===== src/rtl/spm_cfg.svh =====
// Bit positions, reset values and counts for the serial port.
// Assumes inclusion by bare name from the port module.
`ifndef SPM_CFG_SVH
`define SPM_CFG_SVH

// Control byte layout
`define SPM_CTL_RATE_HI 7
`define SPM_CTL_EN 6
`define SPM_CTL_SELECT_PIN_DISABLE_BIT 5
`define SPM_CTL_MASTER 4
`define SPM_CTL_CPOL 3
`define SPM_CTL_CPHA 2
`define SPM_CTL_RATE_MID 1
`define SPM_CTL_RATE_LO 0

// Reset values
`define SPM_CTL_RST 8'h00
`define SPM_DATA_RST 8'h00
`define SPM_PIN_RST 4'h8

// Sixteen clock edges make the eight clock cycles of one byte
`define SPM_EDGE_FIRST 4'h0
`define SPM_EDGE_LAST 4'hF

// Rate codes without a baud generator
`define SPM_RATE_NONE_LO 3'h0
`define SPM_RATE_NONE_HI 3'h7

`endif


===== src/rtl/spm_pkg.sv =====
// Types shared by the serial port modules.
// Assumes the configuration header is on the include path.
package spm_pkg;

  typedef logic [7:0] spm_byte_t;
  typedef logic [2:0] spm_rate_t;

  typedef enum logic [1:0] {
    SPM_IDLE = 2'b01,
    SPM_XFER = 2'b10
  } spm_state_t;

endpackage : spm_pkg


===== src/rtl/spm_fifo2.sv =====
// Small valid/ready buffer for received bytes.
// Assumes one clock domain; DEPTH a power of two.
`timescale 1ns/1ps
`default_nettype none

module spm_fifo2 #(
  parameter int WIDTH = 8,
  parameter int DEPTH = 2
) (
  // Clock and reset
  input wire logic sys_clk_i,
  input wire logic reset_i,
  // Fill side
  input wire logic in_valid_i,
  output logic in_ready_o,
  input wire logic [WIDTH-1:0] in_data_i,
  // Drain side
  output logic out_valid_o,
  input wire logic out_ready_i,
  output logic [WIDTH-1:0] out_data_o
);

  localparam int AW = (DEPTH > 1) ? $clog2(DEPTH) : 1;

  generate
    if (DEPTH < 2 || (DEPTH & (DEPTH - 1)) != 0) begin : g_bad
      $error("spm_fifo2: DEPTH must be a power of two, at least 2");
    end
  endgenerate

  logic [WIDTH-1:0] mem_r [DEPTH];
  logic [AW-1:0] wr_ptr_r;
  logic [AW-1:0] rd_ptr_r;
  logic [AW:0] count_r;
  logic push;
  logic pop;

  // Count is one bit wider than the pointers so that full is not read as empty
  assign in_ready_o = (count_r != (AW + 1)'(DEPTH));
  assign out_valid_o = (count_r != '0);
  assign out_data_o = mem_r[rd_ptr_r];
  assign push = in_valid_i && in_ready_o;
  assign pop = out_valid_o && out_ready_i;

  always_ff @(posedge sys_clk_i) begin
    if (push) begin
      mem_r[wr_ptr_r] <= in_data_i;
    end
  end

  always_ff @(posedge sys_clk_i or posedge reset_i) begin
    if (reset_i) begin
      wr_ptr_r <= '0;
      rd_ptr_r <= '0;
      count_r <= '0;
    end else begin
      if (push) begin
        wr_ptr_r <= wr_ptr_r + 1'b1;
      end
      if (pop) begin
        rd_ptr_r <= rd_ptr_r + 1'b1;
      end
      if (push && !pop) begin
        count_r <= count_r + 1'b1;
      end else if (pop && !push) begin
        count_r <= count_r - 1'b1;
      end
    end
  end

endmodule : spm_fifo2

`default_nettype wire


===== src/rtl/spm_port.sv =====
// Serial port, master or slave, one byte per eight clock cycles.
// Assumes pins are asynchronous; control and data strobes are local.
//
// Contract
// Bytes are eight bits, most significant bit first on both lines.
// Master gives eight clock cycles per byte; slave shifts only on them.
// Deselected slave releases its output line.
// Master with select disabled: select pin is free, no mode fault.
// Slave with phase and select disable set is always selected.
// Clearing select disable leaves the mode fault flag alone.
// Rate codes 1 to 6 divide by 4 to 128; 0 and 7 no clock.
// Remote master keeps its clock at most a quarter of ours.
// Every transfer shifts one byte out and one byte in together.
// Master data write starts a transfer through the shift register.
// Master completion sets done flag and stores the received byte.
// Done flag clears after status read while set, then data read.
// Remote master holds select low for the whole slave transfer.
// Slave completion stores the received byte and sets done flag.
// Slave write too late resends what the shift register holds.
// Phase clear: first edge samples, select falling starts each byte.
// Phase set: first edge starts; select may stay low between bytes.
// Polarity sets idle clock level; phase picks sample and shift edges.
// A queued byte follows the current one with no gap.
// Buffer empty flag set while a byte can be accepted.
// Slave without a new byte sends the last byte received.
// Software disables before changing format and picks role first.
// Master mode fault sets fault flag, clears enable and master.
// Overrun drops the new byte and keeps the unread ones.
// Clearing enable stops and resets the port logic.
// After reset: disabled, flags clear, buffer empty, idle.
`timescale 1ns/1ps
`default_nettype none

`include "spm_cfg.svh"

module spm_port #(
  parameter int RX_DEPTH = 2
) (
  // Clock and reset
  input wire logic sys_clk_i,
  input wire logic reset_i,
  // Control byte
  input wire logic ctrl_wr_i,
  input wire spm_pkg::spm_byte_t ctrl_byte_i,
  output spm_pkg::spm_byte_t ctrl_o,
  // Status
  input wire logic status_rd_i,
  output logic done_flag_o,
  output logic mode_fault_o,
  output logic overrun_o,
  output logic tx_empty_o,
  output logic busy_o,
  // Transmit data
  input wire logic data_wr_i,
  input wire spm_pkg::spm_byte_t data_wr_byte_i,
  // Receive data
  input wire logic data_rd_i,
  output logic rx_valid_o,
  output spm_pkg::spm_byte_t rx_data_o,
  // Serial pins
  input wire logic ss_n_i,
  input wire logic sck_i,
  output logic sck_o,
  output logic sck_oe_o,
  input wire logic mosi_i,
  output logic mosi_o,
  output logic mosi_oe_o,
  input wire logic miso_i,
  output logic miso_o,
  output logic miso_oe_o
);

  import spm_pkg::*;

  //////////////////////////////////////////////////
  // Declarations

  spm_byte_t ctrl_r;
  spm_byte_t sh_r;
  spm_byte_t hold_r;
  spm_byte_t rx_byte;
  spm_state_t state_r;
  spm_rate_t rate;
  logic [3:0] edge_r;
  logic [7:0] div_r;
  logic [7:0] half_m1;
  logic samp_r;
  logic tog_r;
  logic full_r;
  logic go_r;
  logic sck_d_r;
  logic sel_d_r;
  logic done_r;
  logic done_arm_r;
  logic fault_r;
  logic fault_arm_r;
  logic ovr_r;
  logic ovr_arm_r;
  logic en;
  logic master;
  logic select_pin_disable_bit;
  logic cpha;
  logic cpol;
  logic ss_s;
  logic sck_s;
  logic mosi_s;
  logic miso_s;
  logic din;
  logic sel;
  logic rate_ok;
  logic tick;
  logic slave_edge;
  logic edge_ev;
  logic sample_edge;
  logic complete;
  logic load_idle;
  logic load_now;
  logic drop;
  logic fault_ev;
  logic rx_ready;
  logic [3:0] mpipe_r;
  logic [3:0] mlast_r;
  spm_byte_t mrx_r;
  spm_byte_t rx_word;
  logic m_done;
  logic rx_push;

  //////////////////////////////////////////////////
  // Control decode

  assign en = ctrl_r[`SPM_CTL_EN];
  assign master = ctrl_r[`SPM_CTL_MASTER];
  assign select_pin_disable_bit = ctrl_r[`SPM_CTL_SELECT_PIN_DISABLE_BIT];
  assign cpha = ctrl_r[`SPM_CTL_CPHA];
  assign cpol = ctrl_r[`SPM_CTL_CPOL];
  assign rate = {ctrl_r[`SPM_CTL_RATE_HI], ctrl_r[`SPM_CTL_RATE_MID],
                 ctrl_r[`SPM_CTL_RATE_LO]};

  // Fault wins over a write landing in the same cycle
  always_ff @(posedge sys_clk_i or posedge reset_i) begin
    if (reset_i) begin
      ctrl_r <= `SPM_CTL_RST;
    end else if (fault_ev) begin
      ctrl_r[`SPM_CTL_EN] <= 1'b0;
      ctrl_r[`SPM_CTL_MASTER] <= 1'b0;
    end else if (ctrl_wr_i) begin
      ctrl_r <= ctrl_byte_i;
    end
  end

  //////////////////////////////////////////////////
  // Pin synchronisers

  spm_sync #(
    .WIDTH(4),
    .RST_VAL(`SPM_PIN_RST)
  ) u_sync (
    .sys_clk_i(sys_clk_i),
    .reset_i(reset_i),
    .async_i({ss_n_i, sck_i, mosi_i, miso_i}),
    .sync_o({ss_s, sck_s, mosi_s, miso_s})
  );

  // Forced select only with phase set; without it the pin still frames
  assign sel = (select_pin_disable_bit && cpha) ? 1'b1 : !ss_s;
  assign din = master ? miso_s : mosi_s;

  always_ff @(posedge sys_clk_i or posedge reset_i) begin
    if (reset_i) begin
      sck_d_r <= 1'b0;
      sel_d_r <= 1'b0;
    end else begin
      sck_d_r <= sck_s;
      sel_d_r <= sel;
    end
  end

  //////////////////////////////////////////////////
  // Baud generator

  assign rate_ok = (rate != `SPM_RATE_NONE_LO) && (rate != `SPM_RATE_NONE_HI);
  // Half period is 2 to the rate code, so the full divide is 4 to 128
  assign half_m1 = (8'h01 << rate) - 8'h01;
  assign tick = en && master && rate_ok && (state_r == SPM_XFER) && (div_r == half_m1);

  always_ff @(posedge sys_clk_i or posedge reset_i) begin
    if (reset_i) begin
      div_r <= 8'h00;
    end else if (!en || !master || (state_r != SPM_XFER) || tick) begin
      div_r <= 8'h00;
    end else begin
      div_r <= div_r + 8'h01;
    end
  end

  //////////////////////////////////////////////////
  // Edge events

  // Slave counts only edges of the remote clock while selected
  assign slave_edge = en && !master && sel && (sck_s != sck_d_r)
                      && (cpha || go_r || (state_r == SPM_XFER));
  assign edge_ev = master ? tick : slave_edge;
  assign sample_edge = (edge_r[0] == cpha);
  assign complete = edge_ev && (edge_r == `SPM_EDGE_LAST);
  assign rx_byte = {sh_r[6:0], cpha ? din : samp_r};
  assign drop = !master && !sel;
  assign load_idle = en && full_r && (state_r == SPM_IDLE) && !edge_ev && !drop;
  assign load_now = load_idle || (complete && full_r);

  // Phase clear slave: each byte needs a fresh falling select
  always_ff @(posedge sys_clk_i or posedge reset_i) begin
    if (reset_i) begin
      go_r <= 1'b0;
    end else if (!en || drop || complete) begin
      go_r <= 1'b0;
    end else if (sel && !sel_d_r) begin
      go_r <= 1'b1;
    end
  end

  //////////////////////////////////////////////////
  // Transfer engine

  always_ff @(posedge sys_clk_i or posedge reset_i) begin
    if (reset_i) begin
      state_r <= SPM_IDLE;
      edge_r <= `SPM_EDGE_FIRST;
      tog_r <= 1'b0;
      samp_r <= 1'b0;
      sh_r <= `SPM_DATA_RST;
    end else if (!en || drop) begin
      // Disable or deselect clears the byte counter, shifter kept
      state_r <= SPM_IDLE;
      edge_r <= `SPM_EDGE_FIRST;
      tog_r <= 1'b0;
    end else begin
      if (load_idle) begin
        sh_r <= hold_r;
        if (master) begin
          state_r <= SPM_XFER;
        end
      end
      if (edge_ev) begin
        edge_r <= edge_r + 4'h1;
        tog_r <= !tog_r;
        if (state_r == SPM_IDLE) begin
          state_r <= SPM_XFER;
        end
        if (sample_edge) begin
          samp_r <= din;
        end
        if (complete) begin
          if (full_r) begin
            sh_r <= hold_r;
          end else begin
            sh_r <= rx_byte;
            state_r <= SPM_IDLE;
          end
        end else if (!sample_edge && (edge_r != `SPM_EDGE_FIRST)) begin
          sh_r <= {sh_r[6:0], samp_r};
        end
      end
    end
  end

  //////////////////////////////////////////////////
  // Master receive, delayed past the pin synchroniser

  // The returned bit reaches us four cycles after our own clock edge,
  // so each sample is taken four cycles late; this keeps the divide by 4
  always_ff @(posedge sys_clk_i or posedge reset_i) begin
    if (reset_i) begin
      mpipe_r <= 4'h0;
      mlast_r <= 4'h0;
      mrx_r <= `SPM_DATA_RST;
    end else if (!en || !master) begin
      mpipe_r <= 4'h0;
      mlast_r <= 4'h0;
    end else begin
      mpipe_r <= {mpipe_r[2:0], edge_ev && sample_edge};
      mlast_r <= {mlast_r[2:0], edge_ev && sample_edge && (edge_r[3:1] == 3'h7)};
      if (mpipe_r[3]) begin
        mrx_r <= {mrx_r[6:0], miso_s};
      end
    end
  end

  assign m_done = mpipe_r[3] && mlast_r[3];
  assign rx_push = master ? m_done : complete;
  assign rx_word = master ? {mrx_r[6:0], miso_s} : rx_byte;

  //////////////////////////////////////////////////
  // Transmit holding byte

  always_ff @(posedge sys_clk_i or posedge reset_i) begin
    if (reset_i) begin
      full_r <= 1'b0;
      hold_r <= `SPM_DATA_RST;
    end else if (!en) begin
      full_r <= 1'b0;
    end else if (load_now) begin
      full_r <= 1'b0;
    end else if (data_wr_i && !full_r) begin
      // Writes while full are dropped; software watches the empty flag
      full_r <= 1'b1;
      hold_r <= data_wr_byte_i;
    end
  end

  //////////////////////////////////////////////////
  // Receive buffer

  spm_fifo2 #(
    .WIDTH(8),
    .DEPTH(RX_DEPTH)
  ) u_rx (
    .sys_clk_i(sys_clk_i),
    .reset_i(reset_i),
    .in_valid_i(rx_push),
    .in_ready_o(rx_ready),
    .in_data_i(rx_word),
    .out_valid_o(rx_valid_o),
    .out_ready_i(data_rd_i),
    .out_data_o(rx_data_o)
  );

  //////////////////////////////////////////////////
  // Status flags, hardware set wins over clear

  always_ff @(posedge sys_clk_i or posedge reset_i) begin
    if (reset_i) begin
      done_r <= 1'b0;
      done_arm_r <= 1'b0;
    end else if (rx_push) begin
      done_r <= 1'b1;
      done_arm_r <= 1'b0;
    end else if (done_arm_r && data_rd_i) begin
      done_r <= 1'b0;
      done_arm_r <= 1'b0;
    end else if (status_rd_i && done_r) begin
      done_arm_r <= 1'b1;
    end
  end

  always_ff @(posedge sys_clk_i or posedge reset_i) begin
    if (reset_i) begin
      ovr_r <= 1'b0;
      ovr_arm_r <= 1'b0;
    end else if (rx_push && !rx_ready) begin
      ovr_r <= 1'b1;
      ovr_arm_r <= 1'b0;
    end else if (ovr_arm_r && data_rd_i) begin
      ovr_r <= 1'b0;
      ovr_arm_r <= 1'b0;
    end else if (status_rd_i && ovr_r) begin
      ovr_arm_r <= 1'b1;
    end
  end

  // Select low on an enabled master means a second master is driving
  assign fault_ev = en && master && !select_pin_disable_bit && !ss_s;

  always_ff @(posedge sys_clk_i or posedge reset_i) begin
    if (reset_i) begin
      fault_r <= 1'b0;
      fault_arm_r <= 1'b0;
    end else if (fault_ev) begin
      fault_r <= 1'b1;
      fault_arm_r <= 1'b0;
    end else if (fault_arm_r && ctrl_wr_i) begin
      // Only the read-then-write pair clears it, never a bit value
      fault_r <= 1'b0;
      fault_arm_r <= 1'b0;
    end else if (status_rd_i && fault_r) begin
      fault_arm_r <= 1'b1;
    end
  end

  //////////////////////////////////////////////////
  // Outputs

  assign ctrl_o = ctrl_r;
  assign done_flag_o = done_r;
  assign mode_fault_o = fault_r;
  assign overrun_o = ovr_r;
  assign tx_empty_o = !full_r;
  assign busy_o = (state_r == SPM_XFER);

  assign sck_o = cpol ^ tog_r;
  assign sck_oe_o = en && master;
  assign mosi_o = sh_r[7];
  assign mosi_oe_o = en && master;
  assign miso_o = sh_r[7];
  assign miso_oe_o = en && !master && sel;

endmodule : spm_port

`default_nettype wire


===== src/rtl/spm_sync.sv =====
// Three-stage input synchroniser with agreement filter, per bit.
// Assumes inputs are asynchronous to sys_clk_i.
`timescale 1ns/1ps
`default_nettype none

module spm_sync #(
  parameter int WIDTH = 4,
  parameter logic [WIDTH-1:0] RST_VAL = '0
) (
  // Clock and reset
  input wire logic sys_clk_i,
  input wire logic reset_i,
  // Levels
  input wire logic [WIDTH-1:0] async_i,
  output logic [WIDTH-1:0] sync_o
);

  generate
    if (WIDTH < 1) begin : g_bad
      $error("spm_sync: WIDTH must be at least 1");
    end
  endgenerate

  genvar gi;
  generate
    for (gi = 0; gi < WIDTH; gi++) begin : g_bit
      logic s1_r;
      logic s2_r;
      logic s3_r;
      logic out_r;
      always_ff @(posedge sys_clk_i or posedge reset_i) begin
        if (reset_i) begin
          s1_r <= RST_VAL[gi];
          s2_r <= RST_VAL[gi];
          s3_r <= RST_VAL[gi];
          out_r <= RST_VAL[gi];
        end else begin
          s1_r <= async_i[gi];
          s2_r <= s1_r;
          s3_r <= s2_r;
          // Change counts only once two stages agree
          if (s2_r == s3_r) begin
            out_r <= s3_r;
          end
        end
      end
      assign sync_o[gi] = out_r;
    end
  endgenerate

endmodule : spm_sync

`default_nettype wire

===== config.mk =====
export PLATFORM = sky130hd
export DESIGN_NAME = spm_port
export DESIGN_NICKNAME = d
export VERILOG_FILES = /design/src/rtl/spm_pkg.sv /design/src/rtl/spm_fifo2.sv /design/src/rtl/spm_port.sv /design/src/rtl/spm_sync.sv
export VERILOG_INCLUDE_DIRS = /design/src /design/src/rtl
export SDC_FILE = /design/constraint.sdc
export NUM_CORES = 1
export LEC_CHECK = 0
export ABC_AREA = 1
export BUFFER_PORTS_ARGS = -buffer_cell sky130_fd_sc_hd__buf_2
export CORE_UTILIZATION = 55
export CTS_CLUSTER_DIAMETER = 120
export DETAILED_ROUTE_END_ITERATION = 8
export PLACE_DENSITY = 0.72
export SLEW_MARGIN = 30
export SYNTH_ARGS = -nofsm -noshare
export SYNTH_HDL_FRONTEND = slang
export SYNTH_SLANG_ARGS = --single-unit

===== constraint.sdc =====
create_clock -name sys_clk_i -period 4.8 [get_ports sys_clk_i]
set_clock_uncertainty 0.15 [all_clocks]
set_input_delay 0.48 -clock sys_clk_i [delete_from_list [all_inputs] [get_ports sys_clk_i]]
set_output_delay 0.48 -clock sys_clk_i [all_outputs]
set_load 0.02 [all_outputs]

==> metrics.txt <==
CTS resizes 0; core box area around 8300 um^2; largest net degree at the start of global routing a little over 60; worst hold slack -0.0105 ns; Tot GR Track Use 22.1%; port bufs 53; DR WL/cell between 10 and 15 um; TritonCTS clock tree built; Layout Utilization between 60% and 70%; Max FO, Critical Path 19; Starting Density about 57%; mapped cell area approximately 4700 um^2; DRC 0; Fin. Hold Viols 4; Max Slew Vio Count 0; HP Class input pin to async pin; DR vias 3,595; Area growth, synth to finish 11.5%; Placed Cells 693; top cell type's share of synthesized area between 40% and 50%; Avg Inst Size Synth 8.67 um^2; first-pass GRT wire length between 15,000 and 20,000 um; GP Congestion 0.852; Cells after Synth between 500 and 600; area leader, netlist dfrtp_1; Net Count, Synth around 580; routed vias/inst roughly 5.1; Distinct cells, synth 42; setup_tns 0 ns; share of synthesized area occupied by flip-flops and latches a little under three fifths; Placed Area 5070 um^2; CP cell instances nor2_1 -> nand2_1 -> ha_1 -> nor2_1 -> nor2_1 -> nand2_1 -> nor2_1 -> nand3_1 -> nor2_1 -> nand2_2 -> nand2_4 -> nand2_4 -> o21ai_2 -> o21ai_2 -> nor2_1; min Tclk post-route roughly 3.4 ns; CP max stage cell nor2_1; clk sink count slightly above 100; TritonRoute pass-1 iters 4; dpl hpwl 6350 um; drt initial violations roughly 180; # H-tree levels 3; crit path kind register to register; TritonCTS buffer count 9; Highest Clock Rate slightly below 0.3 GHz; WL final between 9000 and 10,000 um; Post-CTS Setup Bufs 0; Ant. Diodes 0; Ys Warns 0; Hold-fix buffers, CTS 0; die width 94.8 um; number of setup violations in the final report 0; total grt overflow 0; dpl ws 1.42 ns; die span in y 94.8 um; Post-synth EDFFs 16; Post-synth top flop dfrtp_1; status finished with violations; max incr delay on CP just over 0.5 ns; Total Die Area around 9000 um^2; Req. time, crit path ~4.7 ns; design area around 5300 um^2; CP startpoint kind register; I/O pins 54; share of cells above drive strength 1 between 10% and 20%; post-synthesis register bit count between 100 and 150; Leak 2.64 nW; Cell Rows 33; Worst Max-Slew Pin Slew 0.730 ns; Slew Limit Headroom just over 50%; fin worst setup slack between 1 and 1.5 ns; initial antenna violation count 0; period utilisation layout 71.0%; Antenna Violating Nets Remaining 0; Clock transition at path regs about 0.10 ns; max-cap violations 0; pwr/cell area about 420 nW/um^2; Max VDD drop ~0.21 mV; Final nets 630; CTS Buffer Depth 2; most used cell along the critical path nor2_1; top-count cell post-synth nand2_1; Reg area roughly 2600 um^2; failing checks negative hold slack; # fillers between 600 and 700; CTS root buffer clkbuf_8; Worst EP arrival between 3 and 4 ns; Post-synth ARST share around 84%; Synth area leaders dfrtp_1, nand2_1, edfxtp_1; vias in the first global route around 3,200; top post-synthesis cells by count nand2_1, dfrtp_1, inv_1; unrepaired setup endpoints after global routing false; clock latency on the worst-skew pair approximately 0.37 ns; area of the multi-input gates roughly 1800 um^2; element type at the critical path end register; Post-Layout Cell Count a little over 700
## cell usage in the layout, fill, tap and decap left out, types with 2 or more instances in the layout
master / n
clkbuf_8: 10
clkinv_4: 2
nor3b_1: 2
nor2_2: 3
mux2_2: 4
a31oi_1: 2
nor2_1: 42
inv_2: 3
buf_2: 53
dfstp_2: 5
nand3_1: 25
ha_1: 5
xnor2_1: 3
clkinv_1: 2
maj3_1: 4
dfrtp_1: 80
a21oi_1: 27
edfxtp_1: 16
o21ai_0: 32
o21ai_2: 10
nand2_1: 177
nand2_4: 3
xor2_1: 5
inv_6: 3
nand4_1: 3
nor3_1: 5
inv_1: 60
## layer usage
metal  up-vias  GRT usage [%]  part of all wire [%]
met1      1645           31.7                    50
met2        99           33.8                    44
met5         -              0                     0
met4         0           5.93                   1.5
li1       1841              -                     -
met3        10           5.07                   4.6
## worst max-delay path, delay by kind of cell, from the launching register on
kind,cells,cell delay (ns)
AND/OR/NAND/NOR,12,1.78
adder cells (fa/ha/maj),1,0.32
flip-flops,1,0.46
AO/OA/AOI/OAI,2,0.32
## cell type report
cell class                 count  area share [%]
sequential                   101            49.4
multi-input combinational    367            34.1
timing repair buffer          54            5.16
inverter                      66            4.78
clock buffer                  10            2.60
tap                          105            2.48
clock inverter                 6            1.44
## state kept, by name (all words and copies together) (netlist names), 7 cells and up
signal      count
ctrl_o          8
u_rx.mem_r     16
sh_r            8
mrx_r           7
hold_r          8
div_r           8
## cells by family (layout without fill, tap and decap cells)
family                   Yosys count  count (layout)  share of synthesized area [%]
AND/OR/NAND/NOR                  270             270                           24.3
flip-flops                       101             101                           55.1
AO/OA/AOI/OAI                     76              76                           9.11
XOR/XNOR                           8               8                           1.48
adder cells (fa/ha/maj)            9               9                           2.16
multiplexers                       4               4                          0.950
buffers and inverters             79             136                           6.84
## final timing paths
path                                       from                    to  slack [ns]  cells past startpoint
min in group sys_clk_i                   ss_n_i  u_sync.g_bit[3].s1_r        0.04                      1
hold / removal                          reset_i          mode_fault_o       -0.01                      2
setup reg to reg                      ctrl_o[1]      u_rx.mem_r[0][1]        1.39                     15
hold reg to reg            u_sync.g_bit[2].s1_r  u_sync.g_bit[2].s2_r        0.21                      0
setup / recovery                      ctrl_o[1]      u_rx.mem_r[0][1]        1.39                     15
max in group asynchronous               reset_i                full_r        3.76                      3
## where the power goes
part | total (mW) | switching [mW] | internal, mW
combinational | 0.557 | 0.363 | 0.194
sequential | 1.08 | 0.0934 | 0.987
clock | 0.576 | 0.310 | 0.266
total | 2.21 | 0.767 | 1.45
## metrics by stage
step                hold slack, ns  total power, mW
global placement             0.187             1.63
detailed placement           0.186             1.65
floorplan                    0.181             1.50
CTS                         0.0111             2.23
global route                0.0209             2.36
finish                     -0.0105             2.21
Note: power is estimated with default switching activity, not from simulation.
